===== config.mk =====
export PLATFORM = sky130hd
export DESIGN_NAME = pbs_sequencer
export DESIGN_NICKNAME = d
export VERILOG_FILES = /design/src/include/pbs_pkg.sv /design/src/pbs_sequencer.sv /design/src/pbs_fifo.sv
export SDC_FILE = /design/constraint.sdc
export NUM_CORES = 2
export LEC_CHECK = 0
export BUFFER_PORTS_ARGS = -buffer_cell sky130_fd_sc_hd__buf_2
export CAP_MARGIN = 20
export CORE_MARGIN = 2
export CORE_UTILIZATION = 55
export DETAILED_ROUTE_END_ITERATION = 16
export PLACE_DENSITY = 0.83
export SLEW_MARGIN = 20
export SYNTH_ARGS = -nofsm -noshare
export SYNTH_HDL_FRONTEND = slang
export SYNTH_SLANG_ARGS = --single-unit

===== constraint.sdc =====
create_clock -name pclk -period 26.4 [get_ports pclk]
set_input_delay 0 -clock pclk [delete_from_list [all_inputs] [get_ports pclk]]
set_output_delay 0 -clock pclk [all_outputs]
set_load 0.005 [all_outputs]

===== src/include/pbs_pkg.sv =====
package pbs_pkg;

  // ****************************************************************
  // table formats
  // ****************************************************************
  localparam int REP_W          = 16;     // repeat stored minus one: 1..65536
  localparam int ID_W           = 8;
  localparam int LINE_FIELD_W   = 8;
  localparam int STEP_LIMIT     = 2048;   // expanded steps that run
  localparam int STEP_W         = 12;
  localparam int DOC_SUB_LINES  = 256;
  localparam int DOC_SUBS       = 50;

  // ****************************************************************
  // event branch timing, in pclk cycles
  // ****************************************************************
  localparam int EV_LEAD_CLKS   = 22;
  localparam int EV_PULSE_CLKS  = 8;
  localparam int EV_CNT_W       = 5;
  localparam int BR_FETCH_AT    = 3;      // leaves fetch and emit cycles

  localparam int FIFO_DEPTH     = 32;

  // ****************************************************************
  // register offsets
  // ****************************************************************
  localparam logic [7:0] REG_CTRL      = 8'h00;
  localparam logic [7:0] REG_STATUS    = 8'h04;
  localparam logic [7:0] REG_NLINES    = 8'h08;
  localparam logic [7:0] REG_LINE_ADDR = 8'h0c;
  localparam logic [7:0] REG_LINE_DATA = 8'h10;
  localparam logic [7:0] REG_LINE_TGT  = 8'h14;
  localparam logic [7:0] REG_SUB_ADDR  = 8'h18;
  localparam logic [7:0] REG_SUB_DATA  = 8'h1c;
  localparam logic [7:0] REG_SUB_LEN   = 8'h20;

  // ****************************************************************
  // field positions and reset values
  // ****************************************************************
  localparam int CTRL_START_BIT = 0;
  localparam int CTRL_ENH_BIT   = 1;
  localparam int CTRL_STOP_BIT  = 2;
  localparam int ST_BUSY_BIT    = 0;
  localparam int ST_HOLD_BIT    = 1;
  localparam int ST_EVP_BIT     = 2;
  localparam int ST_LINE_LSB    = 8;
  localparam int LD_REP_LSB     = 0;      // line word: [15:0] repeat-1
  localparam int LD_ID_LSB      = 16;     // [23:16] block or subsequence
  localparam int LD_SUB_BIT     = 24;
  localparam int LD_INF_BIT     = 25;
  localparam int LD_HOLD_BIT    = 26;
  localparam int LD_BR_BIT      = 27;
  localparam int SA_SUB_LSB     = 8;      // sub address: [15:8] sub, [7:0] line
  localparam logic       ENH_RST    = 1'b0;
  localparam logic [7:0] ADDR_RST   = 8'h00;

  typedef struct packed {
    logic              ev_branch;
    logic              trig_hold;
    logic              infinite;
    logic              is_sub;
    logic [ID_W-1:0]   id;
    logic [REP_W-1:0]  rep_m1;
  } pbs_line_t;

  typedef struct packed {
    logic [ID_W-1:0]   block;
    logic [REP_W-1:0]  rep_m1;
  } pbs_sub_t;

  typedef struct packed {
    logic [LINE_FIELD_W-1:0] line;
    logic [ID_W-1:0]         block;
  } pbs_word_t;

  typedef enum {PBS_IDLE, PBS_COMPILE, PBS_FETCH, PBS_HOLD, PBS_EMIT, PBS_BRANCH} pbs_state_t;

endpackage


===== src/pbs_sequencer.sv =====
`timescale 1ns/10ps
// How it works
// - lines run in table order except where an event branch jumps, each naming one block or one subsequence call.
// - a line repeats its block from 1 to 65536 times, or without bound.
// - a per-line selector picks counted repeats or infinite repeats left only by other means.
// - with trigger hold on, output halts on reaching the line until the trigger input comes.
// - with event branch on, a pending event during the line sends control to its target line.
// - each line holds a target line used only by its event branch.
// - hold, branch and target act only in enhanced run mode and are ignored otherwise.
// - only the first 2048 expanded steps run; later steps are dropped without any error.
// - a subsequence holds only blocks with their own repeat counts and is called from a main line.
// - every rising edge of the event input latches a pending flag, tested at each emitted block and cleared only when a branch is taken.
// - an event branch is taken even before the line has used up its repeat count.
// - each branch drives an 8-clock event output pulse starting 22 clocks before the block switch.
// - a call takes subsequence lines times its repeat count in steps; any other line takes one.
module pbs_sequencer
  import pbs_pkg::*;
#(
  parameter int NLINES   = 16,
  parameter int NSUBS    = 4,
  parameter int SUBLINES = 8,
  parameter int STEP_MAX = STEP_LIMIT
) (
  input  wire logic              pclk,
  input  wire logic              presetn,
  input  wire logic              psel,
  input  wire logic              penable,
  input  wire logic              pwrite,
  input  wire logic [7:0]        paddr,
  input  wire logic [31:0]       pwdata,
  output logic [31:0]            prdata,
  output logic                   pready,
  output logic                   pslverr,
  input  wire logic              trig_in,
  input  wire logic              event_in,
  output logic                   event_out,
  output logic                   pat_valid,
  input  wire logic              pat_ready,
  output pbs_word_t              pat_data
);
  localparam int LA  = $clog2(NLINES);
  localparam int SA  = $clog2(NSUBS);
  localparam int SLA = $clog2(SUBLINES);

  if (NLINES < 2 || NLINES > 255 || NSUBS < 2 || NSUBS > DOC_SUBS || SUBLINES < 2 ||
      SUBLINES > DOC_SUB_LINES || STEP_MAX < 1 || STEP_MAX > (1 << STEP_W)) begin : g_chk
    $error("sequencer parameters out of range");
  end

  function automatic logic step_ok(input logic [STEP_W:0] base, input logic [STEP_W:0] off);
    step_ok = ({1'b0, base} + {1'b0, off}) < (STEP_W+2)'(STEP_MAX);
  endfunction

  // ****************************************************************
  // tables
  // ****************************************************************
  pbs_line_t         lines_r  [NLINES];
  logic [LA-1:0]     tgt_r    [NLINES];
  pbs_sub_t          subs_r   [NSUBS][SUBLINES];
  logic [SLA:0]      sublen_r [NSUBS];
  logic [STEP_W:0]   base_r   [NLINES];
  logic              ok_r     [NLINES];

  // ****************************************************************
  // apb slave
  // ****************************************************************
  logic              pready_r, pready_nxt, pslverr_r, pslverr_nxt;
  logic [31:0]       prdata_r, prdata_nxt;
  logic              enh_r, enh_nxt;
  logic [LA:0]       nlines_r, nlines_nxt;
  logic [7:0]        laddr_r, laddr_nxt;
  logic [15:0]       saddr_r, saddr_nxt;
  logic              acc, wr, hit, start_req, stop_req;
  logic              we_line, we_tgt, we_sub, we_len;
  logic [LA-1:0]     wl;
  logic [SA-1:0]     ws;
  logic [SLA-1:0]    wsl;
  pbs_state_t        st_r, st_nxt;
  logic [LA:0]       line_r, line_nxt;
  logic              ev_pend_r;

  assign pready  = pready_r;
  assign pslverr = pslverr_r;
  assign prdata  = prdata_r;

  always_comb begin
    acc         = psel && penable;
    wr          = acc && pready_r && pwrite;
    wl          = laddr_r[LA-1:0];
    ws          = saddr_r[SA_SUB_LSB +: SA];
    wsl         = saddr_r[SLA-1:0];
    hit         = 1'b1;
    prdata_nxt  = 32'h0000_0000;
    case (paddr)
      REG_CTRL:      prdata_nxt[CTRL_ENH_BIT] = enh_r;
      REG_STATUS: begin
        prdata_nxt[ST_BUSY_BIT] = (st_r != PBS_IDLE);
        prdata_nxt[ST_HOLD_BIT] = (st_r == PBS_HOLD);
        prdata_nxt[ST_EVP_BIT]  = ev_pend_r;
        prdata_nxt[ST_LINE_LSB +: LA+1] = line_r;
      end
      REG_NLINES:    prdata_nxt[LA:0] = nlines_r;
      REG_LINE_ADDR: prdata_nxt[7:0] = laddr_r;
      REG_LINE_DATA: prdata_nxt[LD_BR_BIT:0] = lines_r[wl];
      REG_LINE_TGT:  prdata_nxt[LA-1:0] = tgt_r[wl];
      REG_SUB_ADDR:  prdata_nxt[15:0] = saddr_r;
      REG_SUB_DATA:  prdata_nxt[LD_SUB_BIT-1:0] = subs_r[ws][wsl];
      REG_SUB_LEN:   prdata_nxt[SLA:0] = sublen_r[ws];
      default:       hit = 1'b0;
    endcase
    pready_nxt  = acc && !pready_r;
    pslverr_nxt = acc && !pready_r && !hit;
    if (!pready_nxt) begin
      prdata_nxt = prdata_r;
    end
    enh_nxt     = (wr && paddr == REG_CTRL) ? pwdata[CTRL_ENH_BIT] : enh_r;
    start_req   = wr && paddr == REG_CTRL && pwdata[CTRL_START_BIT];
    stop_req    = wr && paddr == REG_CTRL && pwdata[CTRL_STOP_BIT];
    nlines_nxt  = (wr && paddr == REG_NLINES) ? pwdata[LA:0] : nlines_r;
    laddr_nxt   = (wr && paddr == REG_LINE_ADDR) ? pwdata[7:0] : laddr_r;
    saddr_nxt   = (wr && paddr == REG_SUB_ADDR) ? pwdata[15:0] : saddr_r;
    we_line     = wr && paddr == REG_LINE_DATA && laddr_r < 8'(NLINES);
    we_tgt      = wr && paddr == REG_LINE_TGT && laddr_r < 8'(NLINES);
    we_sub      = wr && paddr == REG_SUB_DATA && saddr_r[15:SA_SUB_LSB] < 8'(NSUBS)
                  && saddr_r[7:0] < 8'(SUBLINES);
    we_len      = wr && paddr == REG_SUB_LEN && saddr_r[15:SA_SUB_LSB] < 8'(NSUBS);
  end

  always_ff @(posedge pclk or negedge presetn) begin
    if (!presetn) begin
      pready_r  <= 1'b0;
      pslverr_r <= 1'b0;
      prdata_r  <= 32'h0000_0000;
      enh_r     <= ENH_RST;
      nlines_r  <= '0;
      laddr_r   <= ADDR_RST;
      saddr_r   <= {ADDR_RST, ADDR_RST};
    end else begin
      pready_r  <= pready_nxt;
      pslverr_r <= pslverr_nxt;
      prdata_r  <= prdata_nxt;
      enh_r     <= enh_nxt;
      nlines_r  <= nlines_nxt;
      laddr_r   <= laddr_nxt;
      saddr_r   <= saddr_nxt;
    end
  end

  always_ff @(posedge pclk) begin
    if (we_line) begin
      lines_r[wl] <= pbs_line_t'(pwdata[LD_BR_BIT:LD_REP_LSB]);
    end
    if (we_tgt) begin
      tgt_r[wl] <= pwdata[LA-1:0];
    end
    if (we_sub) begin
      subs_r[ws][wsl] <= pbs_sub_t'(pwdata[LD_SUB_BIT-1:LD_REP_LSB]);
    end
    if (we_len) begin
      sublen_r[ws] <= (pwdata[15:0] > 16'(SUBLINES)) ? (SLA+1)'(SUBLINES) : pwdata[SLA:0];
    end
  end

  // ****************************************************************
  // step expansion, one line per cycle at start
  // ****************************************************************
  logic [LA:0]       cidx_r, cidx_nxt;
  logic [STEP_W:0]   cacc_r, cacc_nxt;
  logic [31:0]       csize;
  pbs_line_t         cl;

  always_comb begin
    cl       = lines_r[cidx_r[LA-1:0]];
    csize    = cl.is_sub ? 32'(sublen_r[cl.id[SA-1:0]]) * (32'(cl.rep_m1) + 32'h1) : 32'h1;
    cidx_nxt = (st_r == PBS_COMPILE) ? cidx_r + 1'b1 : '0;
    cacc_nxt = '0;
    if (st_r == PBS_COMPILE) begin
      cacc_nxt = (32'(cacc_r) + csize >= 32'(STEP_MAX)) ? (STEP_W+1)'(STEP_MAX)
                                                      : (STEP_W+1)'(32'(cacc_r) + csize);
    end
  end

  always_ff @(posedge pclk or negedge presetn) begin
    if (!presetn) begin
      cidx_r <= '0;
      cacc_r <= '0;
    end else begin
      cidx_r <= cidx_nxt;
      cacc_r <= cacc_nxt;
    end
  end

  always_ff @(posedge pclk) begin
    if (st_r == PBS_COMPILE && cidx_r < (LA+1)'(NLINES)) begin
      base_r[cidx_r[LA-1:0]] <= cacc_r;
      ok_r[cidx_r[LA-1:0]]   <= step_ok(cacc_r, '0);
    end
  end

  // ****************************************************************
  // sequencer
  // ****************************************************************
  logic [REP_W-1:0]  rep_r, rep_nxt, iter_r, iter_nxt, srep_r, srep_nxt;
  logic [SLA-1:0]    sline_r, sline_nxt;
  logic [STEP_W:0]   off_r, off_nxt;
  logic [EV_CNT_W-1:0] evc_r, evc_nxt;
  logic              ev_prev_r, ev_pend_nxt, evo_r, evo_nxt;
  logic              push, fifo_rdy, branch_now, ev_clr;
  pbs_line_t         cur;
  pbs_sub_t          sub;
  logic [SLA:0]      slen;
  pbs_word_t         word;

  always_comb begin
    cur        = lines_r[line_r[LA-1:0]];
    sub        = subs_r[cur.id[SA-1:0]][sline_r];
    slen       = sublen_r[cur.id[SA-1:0]];
    word.line  = LINE_FIELD_W'(line_r);
    word.block = cur.is_sub ? sub.block : cur.id;
    push       = (st_r == PBS_EMIT);
    branch_now = enh_r && cur.ev_branch && ev_pend_r;
    ev_clr     = 1'b0;
    st_nxt     = st_r;
    line_nxt   = line_r;
    rep_nxt    = rep_r;
    iter_nxt   = iter_r;
    srep_nxt   = srep_r;
    sline_nxt  = sline_r;
    off_nxt    = off_r;
    evc_nxt    = evc_r;
    case (st_r)
      PBS_IDLE: begin
        line_nxt = '0;
        if (start_req) begin
          st_nxt = PBS_COMPILE;
        end
      end
      PBS_COMPILE: begin
        if (cidx_r == (LA+1)'(NLINES) - 1'b1) begin
          st_nxt = PBS_FETCH;
        end
      end
      PBS_FETCH: begin
        rep_nxt   = '0;
        iter_nxt  = '0;
        srep_nxt  = '0;
        sline_nxt = '0;
        off_nxt   = '0;
        if (line_r >= nlines_r || line_r >= (LA+1)'(NLINES) || !ok_r[line_r[LA-1:0]]) begin
          st_nxt = PBS_IDLE;
        end else if (cur.is_sub && slen == '0) begin
          line_nxt = line_r + 1'b1;
        end else if (enh_r && cur.trig_hold) begin
          st_nxt = PBS_HOLD;
        end else begin
          st_nxt = PBS_EMIT;
        end
      end
      PBS_HOLD: begin
        if (trig_in) begin
          st_nxt = PBS_EMIT;
        end
      end
      PBS_EMIT: begin
        if (fifo_rdy) begin
          if (branch_now) begin
            ev_clr   = 1'b1;
            evc_nxt  = EV_CNT_W'(EV_LEAD_CLKS);
            line_nxt = {1'b0, tgt_r[line_r[LA-1:0]]};
            st_nxt   = PBS_BRANCH;
          end else if (!cur.is_sub) begin
            if (!cur.infinite && rep_r == cur.rep_m1) begin
              line_nxt = line_r + 1'b1;
              st_nxt   = PBS_FETCH;
            end else begin
              rep_nxt = rep_r + 1'b1;
            end
          end else if (srep_r != sub.rep_m1) begin
            srep_nxt = srep_r + 1'b1;
          end else begin
            srep_nxt = '0;
            off_nxt  = off_r + 1'b1;
            if (!step_ok(base_r[line_r[LA-1:0]], off_r + 1'b1)) begin
              st_nxt = PBS_IDLE;
            end else if ((SLA+1)'(sline_r) == slen - 1'b1) begin
              sline_nxt = '0;
              if (!cur.infinite && iter_r == cur.rep_m1) begin
                line_nxt = line_r + 1'b1;
                st_nxt   = PBS_FETCH;
              end else begin
                iter_nxt = iter_r + 1'b1;
              end
            end else begin
              sline_nxt = sline_r + 1'b1;
            end
          end
        end
      end
      PBS_BRANCH: begin
        evc_nxt = evc_r - 1'b1;
        if (evc_r == EV_CNT_W'(BR_FETCH_AT)) begin
          st_nxt = PBS_FETCH;
        end
      end
      default: st_nxt = PBS_IDLE;
    endcase
    if (stop_req) begin
      st_nxt = PBS_IDLE;
    end
    ev_pend_nxt = (event_in && !ev_prev_r) ? 1'b1 : (ev_clr ? 1'b0 : ev_pend_r);
    evo_nxt     = (st_nxt == PBS_BRANCH) && (evc_nxt > EV_CNT_W'(EV_LEAD_CLKS - EV_PULSE_CLKS));
  end

  always_ff @(posedge pclk or negedge presetn) begin
    if (!presetn) begin
      st_r      <= PBS_IDLE;
      line_r    <= '0;
      rep_r     <= '0;
      iter_r    <= '0;
      srep_r    <= '0;
      sline_r   <= '0;
      off_r     <= '0;
      evc_r     <= '0;
      ev_prev_r <= 1'b0;
      ev_pend_r <= 1'b0;
      evo_r     <= 1'b0;
    end else begin
      st_r      <= st_nxt;
      line_r    <= line_nxt;
      rep_r     <= rep_nxt;
      iter_r    <= iter_nxt;
      srep_r    <= srep_nxt;
      sline_r   <= sline_nxt;
      off_r     <= off_nxt;
      evc_r     <= evc_nxt;
      ev_prev_r <= event_in;
      ev_pend_r <= ev_pend_nxt;
      evo_r     <= evo_nxt;
    end
  end

  assign event_out = evo_r;

  // ****************************************************************
  // pattern output buffer
  // ****************************************************************
  pbs_fifo #(
    .W     ($bits(pbs_word_t)),
    .DEPTH (FIFO_DEPTH)
  ) u_fifo (
    .pclk      (pclk),
    .presetn   (presetn),
    .in_valid  (push),
    .in_ready  (fifo_rdy),
    .in_data   (word),
    .out_valid (pat_valid),
    .out_ready (pat_ready),
    .out_data  (pat_data)
  );

endmodule


===== src/pbs_fifo.sv =====
`timescale 1ns/10ps
module pbs_fifo
  import pbs_pkg::*;
#(
  parameter int W     = 16,
  parameter int DEPTH = FIFO_DEPTH
) (
  input  wire logic         pclk,
  input  wire logic         presetn,
  input  wire logic         in_valid,
  output logic              in_ready,
  input  wire logic [W-1:0] in_data,
  output logic              out_valid,
  input  wire logic         out_ready,
  output logic [W-1:0]      out_data
);
  localparam int AW = $clog2(DEPTH);

  if (DEPTH < 2 || (1 << AW) != DEPTH) begin : g_chk
    $error("depth must be a power of two, at least 2");
  end

  logic [W-1:0]  mem [DEPTH];
  logic [AW-1:0] wp_r, wp_nxt, rp_r, rp_nxt;
  logic [AW:0]   cnt_r, cnt_nxt;
  logic          ov_r, ov_nxt;
  logic [W-1:0]  od_r, od_nxt;
  logic          push, pop;

  assign in_ready  = (cnt_r != (AW+1)'(DEPTH));
  assign out_valid = ov_r;
  assign out_data  = od_r;

  always_comb begin
    push    = in_valid && in_ready;
    pop     = (cnt_r != '0) && (!ov_r || out_ready);
    wp_nxt  = push ? wp_r + 1'b1 : wp_r;
    rp_nxt  = pop ? rp_r + 1'b1 : rp_r;
    cnt_nxt = cnt_r + (AW+1)'(push) - (AW+1)'(pop);
    ov_nxt  = pop ? 1'b1 : (out_ready ? 1'b0 : ov_r);
    od_nxt  = pop ? mem[rp_r] : od_r;
  end

  always_ff @(posedge pclk or negedge presetn) begin
    if (!presetn) begin
      wp_r  <= '0;
      rp_r  <= '0;
      cnt_r <= '0;
      ov_r  <= 1'b0;
      od_r  <= '0;
    end else begin
      wp_r  <= wp_nxt;
      rp_r  <= rp_nxt;
      cnt_r <= cnt_nxt;
      ov_r  <= ov_nxt;
      od_r  <= od_nxt;
    end
  end

  always_ff @(posedge pclk) begin
    if (push) begin
      mem[wp_r] <= in_data;
    end
  end

endmodule


==> flow_summary.toml <==
[power_and_ir_drop]
p_per_area_nw_per_um2 = 63.9
p_int_uw = 5600
switching_share_pct = 22.1
seq_power_share_pct = 52.5
ir_drop_v = 0.0000762
cellLeakagePower_uw = 0.0359
clkPwrFrac_pct = 41.5
netSwitchingPower_uw = 1590
combPwrFrac_pct = 5.9

[sta]
timing.fmax_ghz = 0.0984
hold-worst-slack_ns = -0.00659
slew_headroom_pct = 24.1
fin_crit_ns = 10.16
setup_viol = 0
finClkSkew_ns = 0.0464
tightest_slew_ns = 1.13
hold_violations = 1
rsz0062_at_grt = "no"
drv_slew = 0
fin_crit_sh_pct = 38.5
tns_ns = 0

[die]
fp.coreArea_sq_um = 183000
dieHeight_um = 433
chipWidth_um = 433
rows = 157
io_pins = 100
dieArea_sq_um = 188000
start_util_pct = 55.3

[synth]
synth_area_sq_um = 101000
syn_area_per_cell_sq_um = 17.5
synth-async-reset-ratio_pct = 10.1
ys_types = 96
yosys_warnings = 0
synthFlopType = "edfxtp_1"
ys_seq_area_share_pct = 62.8
synth_top_area_share_pct = 57.4
synth_seq_cells = 2153
synth_edf_count = 1936
synth_top_area_cell = "edfxtp_1"
ys_top_cells_by_area = "edfxtp_1 (57%), mux4_2 (20%), dfrtp_1 (5.4%), mux2i_1 (3.3%), nor2_1 (1.4%)"
syn_inst = 5793

[min_path]
hold_class = "in2reg"
holdPathStages = 5
min_to = "nlines_r[0]"
hp-start = "paddr[5]"

[route]
detail-route-antenna-nets = 0
vias_per_cell = 7.06
first_pass_iters = 8
post_drt_wl_per_cell_um = 32.8
wl_um = 283000
drt_iter0_drc = 9974
drcViolationCount = 0
vias = 60900

[critical_path]
rr_startpoint = "cidx_r[0]"
worstPathMaxFanout = 44
required_ns = 27.14
worst_ep_arrival_time_ns = 10.90
worstSetupPathType = "reg2reg"
worstRegToRegCells = 24
end_kind = "flip-flop"
r2r_slack_ns = 16.24
reg2reg_to = "cacc_r[4]"
critPathLaunchType = "flip-flop"

[clock_network]
cts-root-buf = "clkbuf_16"
clkLatencyLatePin_ns = 0.86
cts_buffer_depth = 3
numCtsBuffers = 207
cts_resized = 0
htreeDepth = 4
cts.sinks = 2153
cts.clk_slew.worst_paths_ns = 0.06
cts_tree = "built"

[placed_design]
place_inst = 8172
portBuffers = 88
dp_hpwl_um = 167000
gp_congestion = 0.947

[final_layout]
final_common_cell = "edfxtp_1"
final_layout_size_suffix_gt1_share_pct = 27.0
area_delta_synth_final_pct = 11.1
most-common-layout-cells = "edfxtp_1 (1,936), mux4_2 (887), mux2i_1 (333)"
final_cells = 8619
layout.nets = 6135

[global_route]
antenna_found_initial = 12
grt_pass1_wl_um = 411000
grt_max_degree = 151
overflow = 0
grt_usage_pct = 30.3
grt_pass1_vias = 61500

[status]
violations = "hold timing"
status = "finished, violations left"

[flow_run]
drv_cap = 0
## state kept, by name, summed over array words and instances, names as in the netlist, 6 cells and up
register,flops
base_r,208
cacc_r,13
iter_r,16
laddr_r,8
lines_r,448
off_r,13
ok_r,16
prdata,28
rep_r,16
saddr_r,16
srep_r,16
st_r,32
sublen_r,16
subs_r,768
tgt_r,64
u_fifo.cnt_r,6
u_fifo.mem,416
u_fifo.out_data,13
## cell families (layout without fill, tap and decap cells)
kind of cell | Yosys count | count (layout) | synth area share, %
flip-flops | 2153 | 2153 | 62.8
multiplexers | 1267 | 1267 | 23.7
AND/OR/NAND/NOR | 1142 | 1142 | 5.25
buffers and inverters | 489 | 814 | 2.13
AO/OA/AOI/OAI | 469 | 469 | 3.15
XOR/XNOR | 155 | 155 | 1.34
adder cells (fa/ha/maj) | 117 | 117 | 1.68
other | 1 | 38 | 0.00370
## critical path, stage by stage, from the launching register on
cell and delay (ns):
dfrtp_4 1.04, buf_4 0.79, mux4_2 0.62, mux4_2 0.66, mux2_2 0.29, a21oi_1 0.06
buf_4 0.23, or2_2 0.34, fa_1 0.54, inv_1 0.05, fa_1 0.48, fa_1 0.43
a21o_1 0.19, a21oi_1 0.24, o21bai_1 0.09, a21oi_1 0.29, o21ai_0 0.19, a2111oi_0 0.96
xnor2_1 0.22, nor4bb_1 0.39, nand4_1 0.23, o31ai_1 0.27, o311ai_0 0.19, a22oi_1 0.84
nor4b_1 0.33
## cell usage after synthesis (42+ instances only)
cell type and n:
mux4_2 887, nand4_1 62, a32oi_1 42, and3_1 51, o21ai_0 117, dfrtp_1 217
nor2_1 386, nand2_1 319, nand3_1 102, inv_1 100, ha_1 85, edfxtp_1 1936
xor2_1 71, a21oi_1 96, mux2i_1 333, buf_1 73, clkbuf_1 222, xnor2_1 84
buf_2 47
## per-stage QoR
| stage | util [%] | total power [uW] | instance area (sq um) | hold slack [ns] | worst slack [ns] |
|---|---|---|---|---|---|
| after floorplan | - | 4110 | 101000 | -0.296 | 17.83 |
| after global placement | 57.4 | 4250 | 105000 | -0.0523 | 16.75 |
| after detailed placement | 57.4 | 4260 | 105000 | -0.0379 | 16.49 |
| after CTS | 61.4 | 7210 | 112000 | 0.00402 | 16.34 |
| after global routing | 61.4 | 7360 | 112000 | 0.0665 | 15.72 |
| final | 61.4 | 7190 | 112000 | -0.00659 | 16.24 |
## final cells by class
class | count | area (sq um)
fill | 12300 | 70600
clock buffer | 281 | 5670
timing repair buffer | 318 | 2380
clock inverter | 112 | 1170
antenna | 1 | 2.50
multi-input combinational | 3187 | 36200
tap | 2464 | 3080
sequential | 2153 | 63600
inverter | 103 | 387
## layer usage
layer	global-route usage [%]	routed length, um	up-vias
met5	0	86	-
met4	16.9	18100	14
met3	7.96	37700	1040
met2	46.9	132000	4991
met1	39.4	94900	30900
li1	-	-	23900
## timing repair
| item | in CTS | in global routing |
|---|---|---|
| hold endpoints to repair | 1517 | 0 |
| buffers inserted | 0 | 0 |
| hold buffers | 53 | 0 |
| setup endpoints to repair | 0 | 0 |
## worst max-delay path by stage
stage	endpoint	start	slack (ns)	depth (start not counted)
CTS	cacc_r[4]	cidx_r[0]	16.34	24
finish	cacc_r[4]	cidx_r[0]	16.24	24
global route	cacc_r[4]	cidx_r[0]	15.72	25
global placement	cacc_r[4]	cidx_r[0]	16.75	23
detailed placement	cacc_r[4]	cidx_r[0]	16.49	24
floorplan	cacc_r[1]	cidx_r[0]	17.83	33
## power by group through the flow
stage	Clock [uW]	Sequential, uW	Combinational (uW)
after floorplan	0	3800	317
after global placement	0	3850	398
after detailed placement	0	3850	412
after CTS	3000	3780	428
after global routing	3120	3780	453
final	2990	3780	425
(Power assumes the default switching activity.)
